## src/rtl/phy_link_pkg.sv

```systemverilog
package phy_link_pkg;
   // Request type codes carried in request_type_field
   localparam logic [2:0] TYPE_TAKE  = 3'h0;
   localparam logic [2:0] TYPE_ISO   = 3'h1;
   localparam logic [2:0] TYPE_PRI   = 3'h2;
   localparam logic [2:0] TYPE_FAIR  = 3'h3;
   localparam logic [2:0] TYPE_REG_R = 3'h4;
   localparam logic [2:0] TYPE_REG_W = 3'h5;

   // Codes of request_speed_field
   localparam logic [1:0] SPEED_100  = 2'h0;
   localparam logic [1:0] SPEED_200  = 2'h1;
   localparam logic [1:0] SPEED_400  = 2'h2;
   localparam logic [1:0] SPEED_RSVD = 2'h3;

   // Values of control_pair driven by the physical layer
   localparam logic [1:0] CTL_IDLE    = 2'h0;
   localparam logic [1:0] CTL_STATUS  = 2'h1;
   localparam logic [1:0] CTL_RECEIVE = 2'h2;
   localparam logic [1:0] CTL_GRANT   = 2'h3;

   // Serial request framing
   localparam int         FRAME_W   = 17;
   localparam logic [4:0] LEN_BUS   = 5'h07;
   localparam logic [4:0] LEN_REG_R = 5'h09;
   localparam logic [4:0] LEN_REG_W = 5'h11;
   localparam logic       START_BIT = 1'b1;
   localparam logic       STOP_BIT  = 1'b0;

   // Status transfer: two bits per link clock
   localparam logic [3:0] ST_PAIRS_SHORT = 4'h2;
   localparam logic [3:0] ST_PAIRS_FULL  = 4'h8;

   // APB register map
   localparam int          APB_ADDR_W     = 12;
   localparam logic [11:0] OFS_REQUEST    = 12'h000;
   localparam logic [11:0] OFS_STATUS     = 12'h004;
   localparam logic [11:0] OFS_PHY_STATUS = 12'h008;
   localparam logic [11:0] OFS_READ_DATA  = 12'h00C;

   // Field positions of the request register
   localparam int REQ_TYPE_LSB  = 0;
   localparam int REQ_SPEED_LSB = 4;
   localparam int REQ_ADDR_LSB  = 8;
   localparam int REQ_DATA_LSB  = 16;

   // Bit positions of the status register
   localparam int STB_BUSY    = 0;
   localparam int STB_LOST    = 1;
   localparam int STB_REFUSED = 2;
   localparam int STB_CYCLE   = 3;
   localparam int STB_RDVALID = 4;

   // Release hold-off after a bad header, least time rounded up
   localparam int         CLK_PERIOD_NS  = 20;
   localparam int         RELEASE_WAIT_NS = 160;
   localparam logic [3:0] RELEASE_CYCLES =
      4'((RELEASE_WAIT_NS + CLK_PERIOD_NS - 1) / CLK_PERIOD_NS);
endpackage

```

## src/rtl/phy_link_request_status.sv

```systemverilog
// Chosen here: the APB interface to the registers and the address map.
`timescale 1ns/1ps
module phy_link_request_status (
   // Clock and reset
   input  wire logic                                 sys_clk_in,
   input  wire logic                                 rst_in,
   // APB slave
   input  wire logic [phy_link_pkg::APB_ADDR_W-1:0]  paddr_in,
   input  wire logic                                 psel_in,
   input  wire logic                                 penable_in,
   input  wire logic                                 pwrite_in,
   input  wire logic [31:0]                          pwdata_in,
   output logic [31:0]                               prdata_out,
   output logic                                      pready_out,
   output logic                                      pslverr_out,
   // Physical layer pins
   input  wire logic                                 link_clock_in,
   input  wire logic [1:0]                           control_pair_in,
   input  wire logic [1:0]                           low_data_lines_in,
   output logic                                      link_request_line_out,
   // Receive and transmit logic of this link
   input  wire logic                                 cycle_start_in,
   input  wire logic                                 ack_needed_in,
   input  wire logic                                 header_bad_in,
   output logic                                      bus_grant_out,
   output logic                                      tx_blocked_out
);
   import phy_link_pkg::*;

   typedef enum logic [1:0] {R_IDLE, R_WAIT_IDLE, R_SEND, R_WATCH} req_state_e;

   function automatic logic [4:0] len_for(input logic [2:0] t);
      if (t == TYPE_REG_R) return LEN_REG_R;
      if (t == TYPE_REG_W) return LEN_REG_W;
      return LEN_BUS;
   endfunction

   function automatic logic [FRAME_W-1:0] frame_for(input logic [2:0] t, input logic [1:0] s,
                                                     input logic [3:0] a, input logic [7:0] d);
      if (t == TYPE_REG_W) return {START_BIT, t, a, d, STOP_BIT};
      if (t == TYPE_REG_R) return {START_BIT, t, a, STOP_BIT, 8'h00};
      return {START_BIT, t, s, STOP_BIT, 10'h000};
   endfunction

   function automatic logic is_bus(input logic [2:0] t);
      return (t == TYPE_TAKE) || (t == TYPE_ISO) || (t == TYPE_PRI) || (t == TYPE_FAIR);
   endfunction

   function automatic logic [3:0] rev4(input logic [3:0] v);
      return {v[0], v[1], v[2], v[3]};
   endfunction

   // Synchronisers; the third stage holds the value from before the edge
   logic       sclk_s1, sclk_s2, sclk_d;
   logic [1:0] ctl_s1, ctl_s2, ctl_d;
   logic [1:0] dat_s1, dat_s2, dat_d;
   logic       tick;

   always_ff @(posedge sys_clk_in) begin
      if (rst_in) begin
         sclk_s1 <= 1'b0;
         sclk_s2 <= 1'b0;
         sclk_d  <= 1'b0;
         ctl_s1  <= CTL_IDLE;
         ctl_s2  <= CTL_IDLE;
         ctl_d   <= CTL_IDLE;
         dat_s1  <= 2'h0;
         dat_s2  <= 2'h0;
         dat_d   <= 2'h0;
      end else begin
         sclk_s1 <= link_clock_in;
         sclk_s2 <= sclk_s1;
         sclk_d  <= sclk_s2;
         ctl_s1  <= control_pair_in;
         ctl_s2  <= ctl_s1;
         ctl_d   <= ctl_s2;
         dat_s1  <= low_data_lines_in;
         dat_s2  <= dat_s1;
         dat_d   <= dat_s2;
      end
   end

   assign tick = sclk_s2 && !sclk_d;

   // Control state
   req_state_e state, next_state;
   logic [2:0] req_type, next_req_type;
   logic [1:0] req_speed, next_req_speed;
   logic [3:0] req_addr, next_req_addr;
   logic [7:0] req_data, next_req_data;
   logic [2:0] cur_type, next_cur_type;
   logic       cycle_seen, next_cycle_seen;
   logic       lost, next_lost;
   logic       refused, next_refused;
   logic       hdr_bad, next_hdr_bad;
   logic       idle_prev, next_idle_prev;
   logic [3:0] block_cnt, next_block_cnt;
   logic       next_bus_grant;
   logic [3:0] phy_status, next_phy_status;
   logic [3:0] rd_addr, next_rd_addr;
   logic [7:0] rd_data, next_rd_data;
   logic       rd_valid, next_rd_valid;
   logic [15:0] st_shift, next_st_shift;
   logic [3:0] st_cnt, next_st_cnt;
   logic [31:0] next_prdata;
   logic       next_pslverr;
   logic       shift_load;
   logic [2:0] load_type;
   logic       shift_busy, shift_done;
   logic       wr_go, req_go, mapped;
   logic [31:0] clr_bits, rd_mux;

   link_request_shifter link_request_shifter_inst (
      .sys_clk_in (sys_clk_in),
      .rst_in     (rst_in),
      .tick_in    (tick),
      .load_in    (shift_load),
      .frame_in   (frame_for(load_type, req_speed, req_addr, req_data)),
      .len_in     (len_for(load_type)),
      .line_out   (link_request_line_out),
      .busy_out   (shift_busy),
      .done_out   (shift_done)
   );

   always_comb begin
      wr_go    = psel_in && penable_in && pready_out && pwrite_in;
      req_go   = wr_go && (paddr_in == OFS_REQUEST);
      clr_bits = (wr_go && paddr_in == OFS_STATUS) ? pwdata_in : 32'h0000_0000;
      mapped   = (paddr_in == OFS_REQUEST) || (paddr_in == OFS_STATUS) ||
                 (paddr_in == OFS_PHY_STATUS) || (paddr_in == OFS_READ_DATA);
      case (paddr_in)
         OFS_REQUEST:    rd_mux = {8'h00, req_data, 4'h0, req_addr, 2'h0, req_speed, 1'b0, req_type};
         OFS_STATUS:     rd_mux = {27'h000_0000, rd_valid, cycle_seen, refused, lost, state != R_IDLE};
         OFS_PHY_STATUS: rd_mux = {28'h000_0000, phy_status};
         OFS_READ_DATA:  rd_mux = {20'h0_0000, rd_addr, rd_data};
         default:        rd_mux = 32'h0000_0000;
      endcase
      next_prdata  = (psel_in && !penable_in) ? rd_mux : prdata_out;
      next_pslverr = (psel_in && !penable_in) ? !mapped : pslverr_out;

      next_state      = state;
      next_req_type   = req_type;
      next_req_speed  = req_speed;
      next_req_addr   = req_addr;
      next_req_data   = req_data;
      next_cur_type   = cur_type;
      next_hdr_bad    = hdr_bad;
      next_idle_prev  = tick ? (ctl_d == CTL_IDLE) : idle_prev;
      next_block_cnt  = (block_cnt != 4'h0) ? block_cnt - 4'h1 : block_cnt;
      shift_load      = 1'b0;
      load_type       = cur_type;
      // Software clears first so that a same-cycle hardware set wins
      next_lost       = lost && !clr_bits[STB_LOST];
      next_refused    = refused && !clr_bits[STB_REFUSED];
      next_cycle_seen = cycle_seen && !clr_bits[STB_CYCLE];
      next_rd_valid   = rd_valid && !clr_bits[STB_RDVALID];

      case (state)
         R_IDLE: begin
            if (req_go) begin
               next_req_type  = pwdata_in[REQ_TYPE_LSB +: 3];
               next_req_speed = pwdata_in[REQ_SPEED_LSB +: 2];
               next_req_addr  = pwdata_in[REQ_ADDR_LSB +: 4];
               next_req_data  = pwdata_in[REQ_DATA_LSB +: 8];
               next_cur_type  = next_req_type;
               if (next_req_type > TYPE_REG_W || next_req_type == TYPE_TAKE ||
                   (is_bus(next_req_type) && next_req_speed == SPEED_RSVD) ||
                   (next_req_type == TYPE_ISO && !cycle_seen)) begin
                  next_refused = 1'b1;
               end else if (next_req_type == TYPE_REG_R || next_req_type == TYPE_REG_W) begin
                  next_state = R_WAIT_IDLE;
               end else begin
                  next_state = R_WAIT_IDLE;
               end
            end else if (ack_needed_in && tick && ctl_d == CTL_RECEIVE &&
                         req_speed != SPEED_RSVD) begin
               next_cur_type = TYPE_TAKE;
               load_type     = TYPE_TAKE;
               shift_load    = 1'b1;
               next_hdr_bad  = 1'b0;
               next_state    = R_SEND;
            end
         end
         R_WAIT_IDLE: begin
            if (!shift_busy && (cur_type == TYPE_REG_R || cur_type == TYPE_REG_W)) begin
               shift_load = 1'b1;
               next_state = R_SEND;
            end else if (!shift_busy && tick && ctl_d == CTL_IDLE && idle_prev) begin
               shift_load = 1'b1;
               next_state = R_SEND;
               if (cur_type == TYPE_ISO) begin
                  next_cycle_seen = 1'b0;
               end
            end
         end
         R_SEND, R_WATCH: begin
            if (cur_type == TYPE_TAKE && header_bad_in) begin
               next_hdr_bad = 1'b1;
            end
            if (tick && ctl_d == CTL_RECEIVE && is_bus(cur_type) && cur_type != TYPE_TAKE) begin
               next_lost  = 1'b1;
               next_state = R_WAIT_IDLE;
            end else if (state == R_SEND && shift_done) begin
               next_state = is_bus(cur_type) ? R_WATCH : R_IDLE;
            end else if (state == R_WATCH && tick && ctl_d == CTL_GRANT) begin
               next_state = R_IDLE;
               if (cur_type == TYPE_TAKE && (hdr_bad || header_bad_in)) begin
                  next_block_cnt = RELEASE_CYCLES;
               end
            end
         end
         default: next_state = R_IDLE;
      endcase
      if (cycle_start_in) begin
         next_cycle_seen = 1'b1;
      end

      // Grant is withheld for the whole grant that follows a bad header
      next_bus_grant = tick ? (ctl_d == CTL_GRANT && !(cur_type == TYPE_TAKE && next_hdr_bad)) : bus_grant_out;

      // Status transfers on the low data lines, two bits per link clock
      next_st_shift   = st_shift;
      next_st_cnt     = st_cnt;
      next_phy_status = phy_status;
      next_rd_addr    = rd_addr;
      next_rd_data    = rd_data;
      if (tick) begin
         if (ctl_d == CTL_STATUS) begin
            if (st_cnt != ST_PAIRS_FULL) begin
               next_st_shift = {st_shift[13:0], dat_d[0], dat_d[1]};
               next_st_cnt   = st_cnt + 4'h1;
            end
         end else begin
            if (ctl_d == CTL_IDLE && st_cnt == ST_PAIRS_FULL) begin
               next_phy_status = rev4(st_shift[15:12]);
               next_rd_addr    = st_shift[11:8];
               next_rd_data    = st_shift[7:0];
               next_rd_valid   = 1'b1;
            end else if (ctl_d == CTL_IDLE && st_cnt >= ST_PAIRS_SHORT) begin
               next_phy_status = rev4(st_shift[{st_cnt[2:0], 1'b0} - 4'h1 -: 4]);
            end
            next_st_cnt = 4'h0;
         end
      end
   end

   always_ff @(posedge sys_clk_in) begin
      if (rst_in) begin
         state          <= R_IDLE;
         req_type       <= TYPE_FAIR;
         req_speed      <= SPEED_100;
         req_addr       <= 4'h0;
         req_data       <= 8'h00;
         cur_type       <= TYPE_FAIR;
         cycle_seen     <= 1'b0;
         lost           <= 1'b0;
         refused        <= 1'b0;
         hdr_bad        <= 1'b0;
         idle_prev      <= 1'b0;
         block_cnt      <= 4'h0;
         bus_grant_out  <= 1'b0;
         tx_blocked_out <= 1'b0;
         phy_status     <= 4'h0;
         rd_addr        <= 4'h0;
         rd_data        <= 8'h00;
         rd_valid       <= 1'b0;
         st_shift       <= 16'h0000;
         st_cnt         <= 4'h0;
         prdata_out     <= 32'h0000_0000;
         pslverr_out    <= 1'b0;
         pready_out     <= 1'b0;
      end else begin
         state          <= next_state;
         req_type       <= next_req_type;
         req_speed      <= next_req_speed;
         req_addr       <= next_req_addr;
         req_data       <= next_req_data;
         cur_type       <= next_cur_type;
         cycle_seen     <= next_cycle_seen;
         lost           <= next_lost;
         refused        <= next_refused;
         hdr_bad        <= next_hdr_bad;
         idle_prev      <= next_idle_prev;
         block_cnt      <= next_block_cnt;
         bus_grant_out  <= next_bus_grant;
         tx_blocked_out <= (next_block_cnt != 4'h0);
         phy_status     <= next_phy_status;
         rd_addr        <= next_rd_addr;
         rd_data        <= next_rd_data;
         rd_valid       <= next_rd_valid;
         st_shift       <= next_st_shift;
         st_cnt         <= next_st_cnt;
         prdata_out     <= next_prdata;
         pslverr_out    <= next_pslverr;
         pready_out     <= 1'b1;
      end
   end

   fair_after_idle_a: assert property (@(posedge sys_clk_in) disable iff (rst_in)
      (shift_load && (load_type == TYPE_FAIR || load_type == TYPE_PRI)) |-> (idle_prev && ctl_d == CTL_IDLE))
      else $error("fair or priority request started too soon after idle");
   lost_request_a: assert property (@(posedge sys_clk_in) disable iff (rst_in)
      (state == R_WATCH && tick && ctl_d == CTL_RECEIVE && cur_type != TYPE_TAKE) |=> (lost && state == R_WAIT_IDLE))
      else $error("receive seen after a bus request but request not marked lost");
   iso_gate_a: assert property (@(posedge sys_clk_in) disable iff (rst_in)
      (shift_load && load_type == TYPE_ISO) |-> cycle_seen)
      else $error("isochronous request issued without a cycle start");
   take_in_receive_a: assert property (@(posedge sys_clk_in) disable iff (rst_in)
      (shift_load && load_type == TYPE_TAKE) |-> ctl_d == CTL_RECEIVE)
      else $error("immediate take issued outside packet reception");
   no_reserved_a: assert property (@(posedge sys_clk_in) disable iff (rst_in)
      shift_load |-> (load_type <= TYPE_REG_W && !(is_bus(load_type) && req_speed == SPEED_RSVD)))
      else $error("reserved type or speed code issued");
   release_wait_a: assert property (@(posedge sys_clk_in) disable iff (rst_in)
      $rose(tx_blocked_out) |-> (tx_blocked_out && !bus_grant_out) [*8] ##1 !tx_blocked_out)
      else $error("bad header hold-off not eight cycles long");
   status_short_a: assert property (@(posedge sys_clk_in) disable iff (rst_in)
      (tick && ctl_d == CTL_IDLE && st_cnt == ST_PAIRS_SHORT) |=> phy_status == rev4($past(st_shift[3:0])))
      else $error("short status transfer not captured");
   read_return_a: assert property (@(posedge sys_clk_in) disable iff (rst_in)
      (tick && ctl_d == CTL_IDLE && st_cnt == ST_PAIRS_FULL) |=> (rd_valid && rd_data == $past(st_shift[7:0])))
      else $error("register contents from status transfer not captured");
endmodule

```

## src/rtl/link_request_shifter.sv

```systemverilog
`timescale 1ns/1ps
module link_request_shifter (
   // Clock and reset
   input  wire logic                               sys_clk_in,
   input  wire logic                               rst_in,
   // Link clock edge enable
   input  wire logic                               tick_in,
   // Frame to send, left justified
   input  wire logic                               load_in,
   input  wire logic [phy_link_pkg::FRAME_W-1:0]   frame_in,
   input  wire logic [4:0]                         len_in,
   // Serial line and progress
   output logic                                    line_out,
   output logic                                    busy_out,
   output logic                                    done_out
);
   import phy_link_pkg::*;

   logic [FRAME_W-1:0] shreg;
   logic [FRAME_W-1:0] next_shreg;
   logic [4:0]         cnt;
   logic [4:0]         next_cnt;
   logic [4:0]         len_q;
   logic [4:0]         next_len_q;
   logic               next_line;
   logic               next_done;

   always_comb begin
      next_shreg = shreg;
      next_cnt   = cnt;
      next_len_q = len_q;
      next_line  = line_out;
      next_done  = 1'b0;
      if (load_in && cnt == 5'h00) begin
         next_shreg = frame_in;
         next_cnt   = len_in;
         next_len_q = len_in;
      end else if (tick_in) begin
         if (cnt != 5'h00) begin
            // One bit per link clock, first bit out is the start bit
            next_line  = shreg[FRAME_W-1];
            next_shreg = {shreg[FRAME_W-2:0], 1'b0};
            next_cnt   = cnt - 5'h01;
            next_done  = (cnt == 5'h01);
         end else begin
            next_line = 1'b0;
         end
      end
   end

   always_ff @(posedge sys_clk_in) begin
      if (rst_in) begin
         shreg    <= '0;
         cnt      <= 5'h00;
         len_q    <= 5'h00;
         line_out <= 1'b0;
         busy_out <= 1'b0;
         done_out <= 1'b0;
      end else begin
         shreg    <= next_shreg;
         cnt      <= next_cnt;
         len_q    <= next_len_q;
         line_out <= next_line;
         busy_out <= (next_cnt != 5'h00);
         done_out <= next_done;
      end
   end

   start_bit_a: assert property (@(posedge sys_clk_in) disable iff (rst_in)
      (tick_in && cnt == len_q && cnt != 5'h00) |=> line_out == START_BIT)
      else $error("request stream did not open with a start bit");
   stop_bit_a: assert property (@(posedge sys_clk_in) disable iff (rst_in)
      (tick_in && cnt == 5'h01) |=> (line_out == STOP_BIT && done_out))
      else $error("request stream did not close with a stop bit");
   line_quiet_a: assert property (@(posedge sys_clk_in) disable iff (rst_in)
      (tick_in && cnt == 5'h00 && !load_in) |=> !line_out)
      else $error("request line high with no stream in progress");
endmodule

```

## config.mk

```make
export PLATFORM = sky130hd
export DESIGN_NAME = phy_link_request_status
export DESIGN_NICKNAME = d
export VERILOG_FILES = /design/src/rtl/phy_link_pkg.sv /design/src/rtl/phy_link_request_status.sv /design/src/rtl/link_request_shifter.sv
export SDC_FILE = /design/constraint.sdc
export NUM_CORES = 1
export LEC_CHECK = 0
export ABC_CLOCK_PERIOD_IN_PS = 3300
export BUFFER_PORTS_ARGS = -buffer_cell sky130_fd_sc_hd__buf_4
export CAP_MARGIN = 5
export CORE_MARGIN = 8
export CORE_UTILIZATION = 57
export CTS_BUF_LIST = sky130_fd_sc_hd__clkbuf_16
export DETAILED_ROUTE_END_ITERATION = 10
export HOLD_SLACK_MARGIN = 0.15
export PLACE_DENSITY_LB_ADDON = 0.3
export SYNTH_ARGS = -nofsm -noshare
export SYNTH_HDL_FRONTEND = slang
export SYNTH_SLANG_ARGS = --single-unit
export TNS_END_PERCENT = 10
```

## constraint.sdc

```tcl
create_clock -name sys_clk_in -period 3.3 [get_ports sys_clk_in]
set_clock_uncertainty 0.05 [all_clocks]
set_input_delay 0.66 -clock sys_clk_in [delete_from_list [all_inputs] [get_ports sys_clk_in]]
set_output_delay 0.66 -clock sys_clk_in [all_outputs]
set_load 0.01 [all_outputs]
```

# Yosys cells after proc, flatten, opt, wreduce, memory -nomap -nowiden
# Cells that the tools add are included.
classes:
  add_sub_neg: 4
  magnitude_cmp: 2
  eq_ne: 29
  n_shift: 1
  n_mux: 68
  n_bitwise: 4
  reduce_logical: 82
ops:
  columns: ["operator", "n"]
  rows:
  - ["two-way mux 17 bit", 7]
  - ["case mux 24 bit (4 select lines)", 1]
  - ["two-way mux 4 bit", 10]
  - ["two-way mux 5 bit", 8]
  - ["logical AND 1 bit", 33]
  - ["two-way mux 1 bit", 26]
  - ["== test 12 x 4 -> 1 bit, second input constant", 2]
  - ["variable part select 19 x 5 -> 4 bit", 1]
  - ["two-way mux 2 bit", 9]
  - ["logical OR 1 bit", 14]
  - ["== test 12 x 3 -> 1 bit, second input constant", 1]
  - ["== test 3 x 2 -> 1 bit, second input constant", 4]
  - ["== test 3 bit, second input constant", 4]
  - ["logical NOT 12 bit", 1]
  - ["two-way mux 3 bit", 4]
  - ["== test 2 bit, second input constant", 5]
  - ["logical NOT 1 bit", 10]
  - ["nonzero test 5 bit", 2]
  - ["inequality test 3 bit, second input constant", 3]
  - ["AND reduction 3 bit", 3]
  - ["inequality test 4 bit, second input constant", 2]
  - ["AND reduction 2 bit", 4]
  - ["nonzero test 2 bit", 4]
  - ["nonzero test 4 bit", 2]
  - ["21 further kinds", 30]
totals:
  register_bits: 144
  in_bits: 57
  output_inout_bits: 37
  word_cells: 227

# Depth between registers and ports, before layout
# Gate-level depths: netlist of run 1.
depth:
  ltp_word: 15
  depth_mapped: 10
  ltp_nobuf: 7

# By module
# Synthesis of run 1 repeated with hierarchy kept, for this count alone.
unflattened:
  cells_unflattened: 664
  area_unflattened_um2: 6027.0
by_module_without_submodules:
  columns: ["mod", "n_inst", "cells_per_inst", "area_each_um2", "seq_area_each_um2"]
  rows:
  - ["phy_link_request_status", 1, 535, 4852.2, 2142.1]
  - ["link_request_shifter", 1, 129, 1174.9, 500.5]

# Least setup slack after synthesis of run 1
# No wires, ideal clock.
synth_timing:
  kind: "register -> register"
  startpoint: "register st_cnt[0]"
  endpoint: "register phy_status[2]"
  setup_time_ns: 0.115
  arrival_ns: 2.313
  t_required_ns: 3.135
  path_slack_ns: 0.822
  stages_incl_launch_ff: 10
  n_path_buf: 3
  synth_period_minus_slack_ns: 2.478
  cell_sequence: "dfxtp_1 clkbuf_1 clkbuf_1 inv_1 ha_1 clkbuf_1 mux4_2 mux2i_1 o21ai_0 and3_1"
synth_between:
  elab_chain_cells: 4
  word_cells_on_any_way: 10
  classes_between: "add/sub (1); order compare (1); eq/ne (1); shift (1); mux (2); reduce/logical (4)"
synth_rtl:
  columns: ["item", "line_no", "text"]
  rows:
  - ["from (decl)", "phy_link_request_status.sv:104", "logic [3:0] st_cnt, next_st_cnt;"]
  - ["from (signal assigned)", "phy_link_request_status.sv:292", "st_cnt <= next_st_cnt;"]
  - ["subtractor 4 x 1 -> 4 bit (tied with other cells)", "phy_link_request_status.sv:240", "next_phy_status = rev4(st_shift[{st_cnt[2:0], 1'b0} - 4'h1 -: 4]);"]
  - ["variable part select 19 x 5 -> 4 bit (tied with other cells)", "phy_link_request_status.sv:240", null]
  - ["two-way mux 4 bit or nonzero test 2 bit (tied branches)", null, null]
  - ["two-way mux 4 bit or AND reduction 3 bit (tied branches)", null, null]
  - ["to (signal assigned)", "phy_link_request_status.sv:287", "phy_status <= next_phy_status;"]
  - ["to (decl)", "phy_link_request_status.sv:99", "logic [3:0] phy_status, next_phy_status;"]
# Several ways; a longest one is shown, not always the timed one. The select of a mux whose other input is x is not followed.
# A chain may end at the register's enable or synchronous reset.

# Worst setup path in the final report of run 1
layout_timing:
  startpoint: "register link_request_shifter_inst.cnt[0]"
  endpoint: "register link_request_shifter_inst.shreg[10]"
layout_between:
  elab_chain_cells: 4
  word_cells_on_any_way: 7
  classes_between: "mux (1); reduce/logical (6)"
layout_rtl:
  columns: ["item", "line_no", "text"]
  rows:
  - ["from (decl)", "link_request_shifter.sv:21", "logic [4:0] cnt;"]
  - ["from (signal assigned)", "link_request_shifter.sv:61", "cnt <= next_cnt;"]
  - ["logical NOT 5 bit", "link_request_shifter.sv:34", "if (load_in && cnt == 5'h00) begin"]
  - ["logical AND 1 bit", "link_request_shifter.sv:34", null]
  - ["nonzero test 2 bit (no line)", null, null]
  - ["AND reduction 2 bit (no line)", null, null]
  - ["to (signal assigned)", "link_request_shifter.sv:60", "shreg <= next_shreg;"]
  - ["to (decl)", "link_request_shifter.sv:19", "logic [FRAME_W-1:0] shreg;"]
# Several ways; a longest one is shown, not always the timed one.

==> results.md, run 1 <==
- Status: finished clean
- Total core area: 10230 sq um
- Final WL: 15480 um
- Post-synthesis cell count: 700
- Std-Cell Rows: 37
- Design area: 7064 sq um
- Die Wd: 118.0 um
- FFs w/ async S/R, synth: 0%
- Clock buffer count from CTS: 17
- Crit path capture type: register
- Pwr dens: 589.7 nW/um^2
- Ratio of final minimum period to clock period: 81.38%
- Setup TNS: 0 ps
- Area fraction of the dominant cell type after synthesis: 44.24%
- Met2 Use GR: 38.05%
- NetSw: 1.076 mW
- Achievable Freq: 372.4 MHz
- Commonest cells post-synth: dfxtp_1 (131), nand2_1 (118), a21oi_1 (85)
- Hold WC Path Type: reg -> reg
- Initial antenna violation count: 0
- Syn-to-layout area delta: 19.16%
- Final ANT Viol Nets: 0
- Slew Viols, Final: 0
- Hold Buf Count CTS: 0
- Clk buf depth: 2
- Drt first pass iters: 5
- Final setup vio count: 0
- IO Pins: 94
- Clock Tree Root: clkbuf_16
- RSZ-0062 raised after global routing: false
- First-pass GRT wire length: 25430 um
- Comb pwr share: 13.2%
- Crit path DAT: 2910 ps
- DRC: 0
- Clock sink count: 131
- Most common cell in the synthesized netlist: dfxtp_1
- N_diodes: 0
- CP max FO: 16
- EDFF count, synth: 0
- Fin. Hold Viols: 0
- Primary FF master, synth: dfxtp_1
- Cell Int Power: 3.090 mW
- Met3 GRT Util: 4.892%
- GRT met1 Usage: 25.98%
- Switching share of power: 25.84%
- Post-CTS Setup Bufs: 0
- #FFs+latches synth: 131
- Clock latency on the worst-skew pair: 410 ps
- Via density: 5.917
- Rel. slew slack: 44.31%
- CP required: 3520 ps
- Drt initial violations: 577
- Register area share after synthesis: 44.24%
- Fin nets: 816
- Number of max-cap violations: 0
- Type of the worst setup path: reg -> reg
- Post-Synthesis Cell Area: 5928 sq um
- Die area: 13920 sq um
- Initial Util: 57.94%
- DIE HEIGHT: 118.0 um
- Synth area leaders: dfxtp_1 (44%), nand2_1 (7.5%), a21oi_1 (7.2%)
- Mean Syn Cell Area: 8.469 sq um
- Reg power frac: 41.9%
- Slew @ Worst Pin: 835.4 ps
- Fin cells: 902
- Vias: 5337
- Total Routing Usage GR: 22.07%
- Worst-path clk slew: 60 ps
- Startpoint Class: register
- GR Overflow Total: 0
- Wire per inst: 17.17 um
- Peak VDD IR: 0.3557 mV
- # resized after CTS: 0
- GPL Wtd Cong: 0.8964
- Yosys top cell by area: dfxtp_1
- Min Tclk post-route: 2685 ps
- Share of cells above drive strength 1: 18.28%
- Hold slack: 393.1 ps
- Largest net degree at the start of global routing: 88
- Placed Instance Area: 6472 sq um
- YS warnings: 0
- Static leakage: 2.644 nW
- Placed instance count: 870
- Clk network pwr share: 44.8%
- Port bufs: 67
- Layer with the highest usage: met2
- Hpwl dp: 10850 um
- Netlist cell types: 64
- Vias in the first global route: 5145
- TritonCTS clock tree: done
- CTS H-Tree Depth: 4
- Total power: 4.166 mW
==> critical path, stage by stage (launching register included) <==
cell	delay, ps
dfxtp_1	360
inv_1	80
ha_1	190
or4b_2	770
nand2_1	540
mux2_2	410
o21ai_0	70
a21oi_1	80
==> through the flow <==
stage          util, %  setup WS [ps]
6_report         69.05          614.6
5_1_grt          69.05          433.2
4_1_cts          69.05          613.9
3_5_place_dp     63.26          354.2
3_3_place_gp     63.26          404.0
2_1_floorplan        -          821.6
==> final cells by class <==
class | count | area, sq um
fill | 785 | 3167
multi-input combinational | 509 | 3022
sequential | 131 | 2623
timing repair buffer | 78 | 598.1
clock buffer | 17 | 425.4
tap | 136 | 170.2
clock inverter | 15 | 166.4
inverter | 16 | 60.06
==> routing by layer <==
metal  share of wire [%]  up-vias
li1                    -     2552
met5                   0        -
met2                  51      225
met1                  40     2519
met4                 2.6        0
met3                 6.6       41
==> power by group through the flow <==
| stage | combinational (mW) | clock [mW] | sequential [mW] |
|---|---|---|---|
| 2_1_floorplan | 0.395 | 0 | 1.76 |
| 3_3_place_gp | 0.513 | 0 | 1.77 |
| 3_5_place_dp | 0.547 | 0 | 1.78 |
| 4_1_cts | 0.552 | 1.88 | 1.75 |
| 5_1_grt | 0.601 | 1.97 | 1.76 |
| 6_report | 0.552 | 1.87 | 1.75 |
==> worst paths after layout <==
kind	endpoint	start	cells past startpoint	slack (ps)
setup / recovery	link_request_shifter_inst.shreg[10]	link_request_shifter_inst.cnt[0]	7	610
setup reg to reg	link_request_shifter_inst.shreg[10]	link_request_shifter_inst.cnt[0]	7	610
hold reg to reg	ctl_s2[1]	ctl_s1[1]	1	390
hold / removal	ctl_s2[1]	ctl_s1[1]	1	390
==> layout by cell type, fill, tap and decap left out, drive strengths merged, types with 5 or more instances in the layout <==
| cell type | Yosys | routed |
|---|---|---|
| mux2 | 5 | 5 |
| nor4 | 5 | 5 |
| inv | 16 | 18 |
| nand2 | 119 | 119 |
| conb | 1 | 12 |
| clkbuf | 33 | 17 |
| ha | 6 | 6 |
| buf | 22 | 78 |
| nor2 | 47 | 47 |
| nand3 | 21 | 21 |
| nor3 | 17 | 17 |
| or4 | 5 | 5 |
| dfxtp | 131 | 131 |
| mux2i | 19 | 19 |
| clkinv | 0 | 8 |
| nor2b | 26 | 26 |
| a221oi | 9 | 9 |
| o21ai | 27 | 27 |
| a311oi | 10 | 10 |
| a21oi | 86 | 86 |
| o21a | 10 | 10 |
| nand4 | 5 | 5 |
| nand3b | 6 | 6 |
| a211oi | 8 | 8 |
| nand2b | 7 | 7 |
| and3 | 5 | 5 |
==> sequential cells by signal (all words and copies together), names as in the netlist, 5 cells and up <==
register                         flops
rd_data                              8
link_request_shifter_inst.shreg     16
req_data                             8
st_shift                            16
prdata_out                          20
link_request_shifter_inst.cnt        5
==> kinds of logic (layout without fill, tap and decap cells) <==
group                    Yosys count  count (layout)  synth area share (%)
multiplexers                      28              28                 5.677
adder cells (fa/ha/maj)            6               6                 1.266
other                              1              12               0.06326
XOR/XNOR                           2               2                0.2955
flip-flops                       131             131                 44.24
buffers and inverters             71             126                 5.741
AND/OR/NAND/NOR                  286             286                 24.06
AO/OA/AOI/OAI                    175             175                 18.66
No activity file was read; power rests on OpenSTA's default activity.
==> run 2, diff against run 1 <==
--- a/config.mk
+++ b/config.mk
@@ -5,11 +5,12 @@
 export SDC_FILE = /design/constraint.sdc
 export NUM_CORES = 1
 export LEC_CHECK = 0
-export ABC_CLOCK_PERIOD_IN_PS = 3300
+export ABC_AREA = 1
+export ABC_CLOCK_PERIOD_IN_PS = 2600
 export BUFFER_PORTS_ARGS = -buffer_cell sky130_fd_sc_hd__buf_4
 export CAP_MARGIN = 5
 export CORE_MARGIN = 8
-export CORE_UTILIZATION = 57
+export CORE_UTILIZATION = 56
 export CTS_BUF_LIST = sky130_fd_sc_hd__clkbuf_16
 export DETAILED_ROUTE_END_ITERATION = 10
 export HOLD_SLACK_MARGIN = 0.15
==> constraint.sdc (replaced) <==
create_clock -name sys_clk_in -period 2.6 [get_ports sys_clk_in]
set_clock_uncertainty 0.05 [all_clocks]
set_input_delay 0.52 -clock sys_clk_in [delete_from_list [all_inputs] [get_ports sys_clk_in]]
set_output_delay 0.52 -clock sys_clk_in [all_outputs]
set_load 0.01 [all_outputs]
==> run 2 against run 1 <==
  * Wire length decreased by 5.0%
  * Combinational power down 4%
  * Synthesized cell count grew 17%
  * Clock power up 29%
==> results.md, run 2 <==
- Status: finished clean
- Drt initial violations: 502 (-13%)
- Hold slack: 259.2 ps (-134.0 ps)
- Port bufs: 67 (unchanged)
- Clock Tree Root: clkbuf_16
- EDFF count, synth: 0 (unchanged)
- Share of cells above drive strength 1: 14.06% (-4.2 points)
- Hold Startpoint: low_data_lines_in[1]
- Clock latency on the worst-skew pair: 410 ps (about the same)
- Primary FF master, synth: dfxtp_1
- Vias: 5590 (+4.7%)
- CP required: 2840 ps (-680 ps)
- Post-Synthesis Cell Area: 5893 sq um (-0.59%)
- CP max FO: 13 (-3)
- Die Wd: 118.6 um (+0.51%)
- Mean Syn Cell Area: 7.204 sq um (-15%)
- Register area share after synthesis: 44.50% (+0.26 points)
- Clock buffer count from CTS: 17 (unchanged)
- Area fraction of the dominant cell type after synthesis: 44.50% (+0.26 points)
- Startpoint Class: register
- FFs w/ async S/R, synth: 0% (unchanged)
- Rel. slew slack: 53.72% (+9.4 points)
- Crit path DAT: 2400 ps (-510 ps)
- Crit Reg-Reg Startpoint: st_cnt[0]
- Via density: 5.454 (-7.8%)
- Static leakage: 3.015 nW (+14%)
- Worst R2R Path Depth: 9 (+2)
- Commonest cells post-synth: nand2_1 (133), dfxtp_1 (131), a21oi_1 (113)
- Hold Buf Count CTS: 0 (unchanged)
- Largest net degree at the start of global routing: 67 (-24%)
- Initial antenna violation count: 0 (unchanged)
- Vias in the first global route: 5285 (+2.7%)
- CTS H-Tree Depth: 4 (unchanged)
- Post-CTS Setup Bufs: 0 (unchanged)
- Netlist cell types: 42 (-34%)
- Hpwl dp: 10180 um (-6.1%)
- Die area: 14060 sq um (+1.0%)
- Drt first pass iters: 5 (unchanged)
- YS warnings: 0 (unchanged)
- Clk buf depth: 2 (unchanged)
- N_diodes: 0 (unchanged)
- Achievable Freq: 463.7 MHz (+25%)
- Total power: 5.078 mW (+22%)
- Min Tclk post-route: 2156 ps (-528.9 ps)
- Clock sink count: 131 (unchanged)
- Pwr dens: 724.0 nW/um^2 (+23%)
- TritonCTS clock tree: done
- Wire per inst: 14.34 um (-16%)
- IO Pins: 94 (unchanged)
- Final ANT Viol Nets: 0 (unchanged)
- DRC: 0 (unchanged)
- Fin. Hold Viols: 0 (unchanged)
- First-pass GRT wire length: 24580 um (-3.3%)
- Fin nets: 940 (+15%)
- Total core area: 10280 sq um (+0.45%)
- RSZ-0062 raised after global routing: false
- Slew @ Worst Pin: 694.2 ps (-141.1 ps)
- Hold Path End: dat_s1[1]
- # resized after CTS: 0 (unchanged)
- Syn-to-layout area delta: 19.00%
- Setup slack, reg-to-reg: 440 ps (-170 ps)
- Hold path depth: 3 (+2)
- Commonest non-fill, non-tap cells in the layout: nand2_1 (133), dfxtp_1 (131), a21oi_1 (113), inv_1 (109), o21ai_0 (88)
- CP max stage delay: 340 ps (-430 ps)
- Type of the worst setup path: reg -> reg
- Worst-path clk slew: 60 ps (about the same)
- Biggest register: prdata_out
- CP max stage cell: nor2_1
- Hold WC Path Type: in -> reg
- DIE HEIGHT: 118.6 um (+0.51%)
- Post-synthesis cell count: 818 (+17%)
- Total Routing Usage GR: 20.96% (-1.1 points)
- Regs by FF count: prdata_out (20), link_request_shifter_inst.shreg (16), st_shift (16)
- GPL Wtd Cong: 0.8759 (-2.3%)
- Most common cell after layout, fill and taps aside: nand2_1
- Setup TNS: 0 ps (unchanged)
- Slew Viols, Final: 0 (unchanged)
- GR Overflow Total: 0 (unchanged)
- Critical R2R Capture: phy_status[2]
- Final WL: 14700 um (-5.0%)
- Yosys top cell by area: dfxtp_1
- CP Cell Sequence: inv_1 > ha_1 > inv_1 > nor3_2 > inv_1 > nor2_1 > inv_1 > o211ai_1 > a21oi_1
- Most common cell in the synthesized netlist: nand2_1
- Peak VDD IR: 0.4891 mV (+38%)
- Core Util, Final: 68.24% (-0.81 points)
- Max reg flops: 20 (unchanged)
- Number of max-cap violations: 0 (unchanged)
- Crit path capture type: register
- Initial Util: 57.34% (-0.60 points)
- Ratio of final minimum period to clock period: 82.94% (+1.6 points)
- Cell mode on critical path: inv_1
- Std-Cell Rows: 37 (unchanged)
- #FFs+latches synth: 131 (unchanged)
- Synth area leaders: dfxtp_1 (45%), a21oi_1 (9.6%), nand2_1 (8.5%)
- Final setup vio count: 0 (unchanged)
==> run 2: changes by cell type after synthesis, sizes merged, moves of 19 or more <==
cell   previous run  this run
nor2             47        70
o21ai            27        91
nand2           119       139
nand3            21        53
inv              16       114
mux2i            19         0
a21oi            86       113
nor2b            26         0
==> run 2: worst max-delay path by stage <==
stage	startpoint	end	depth (start not counted)
3_5_place_dp	paddr_in[5]	link_request_shifter_inst.shreg[2]	12
2_1_floorplan	st_cnt[0]	phy_status[1]	10
4_1_cts	st_cnt[0]	phy_status[2]	9
5_1_grt	st_cnt[0]	st_shift[1]	9
6_report	st_cnt[0]	phy_status[2]	9
3_3_place_gp	paddr_in[11]	link_request_shifter_inst.shreg[7]	12
==> run 2: worst max-delay path, delay by kind of cell, from the launching register on <==
family	cells	cell delay [ps]
buf+inv	4	600
flops	1	300
simple gates	2	590
fa+ha+maj	1	260
compound gates	2	250
==> run 2: cell families after synthesis <==
| logic type | count (synthesis) | synth area share, % |
|---|---|---|
| AND/OR/NAND/NOR | 293 | 22.27 |
| AO/OA/AOI/OAI | 219 | 19.28 |
| buffers and inverters | 162 | 11.68 |
| flip-flops | 131 | 44.50 |
| adder cells (fa/ha/maj) | 6 | 1.274 |
| XOR/XNOR | 5 | 0.7431 |
| other | 1 | 0.06363 |
| multiplexers | 1 | 0.1911 |
==> run 2: metal layers <==
layer,global-route usage [%],share of wire [%]
met4,7.905,1.9
met5,0,0
met3,6.854,8.4
met2,34.58,46
met1,24.86,43
==> run 2: metrics by stage <==
stage	instance area [sq um]	setup slack, ps	instances
CTS	7013	469.6	1025
detailed placement	6417	153.3	994
finish	7013	443.6	1025
global placement	6417	253.6	994
global route	7013	206.8	1025
floorplan	5934	679.5	829
==> run 2: power breakdown <==
part | switching (mW) | internal [mW] | leakage (nW)
Sequential | 0.0432 | 2.08 | 1.06
Clock | 0.846 | 1.57 | 0.292
Combinational | 0.327 | 0.205 | 1.66
==> run 2: final cells by class <==
class                   instances  area (sq um)
fillers                       882          3264
flip-flops and latches        131          2623
clock buffers                  17         425.4
repair buffers                 75         563.0
well taps                     136         170.2
inverters                     116         437.9
clock inverters                14         170.2
multi-input cells             536          2624
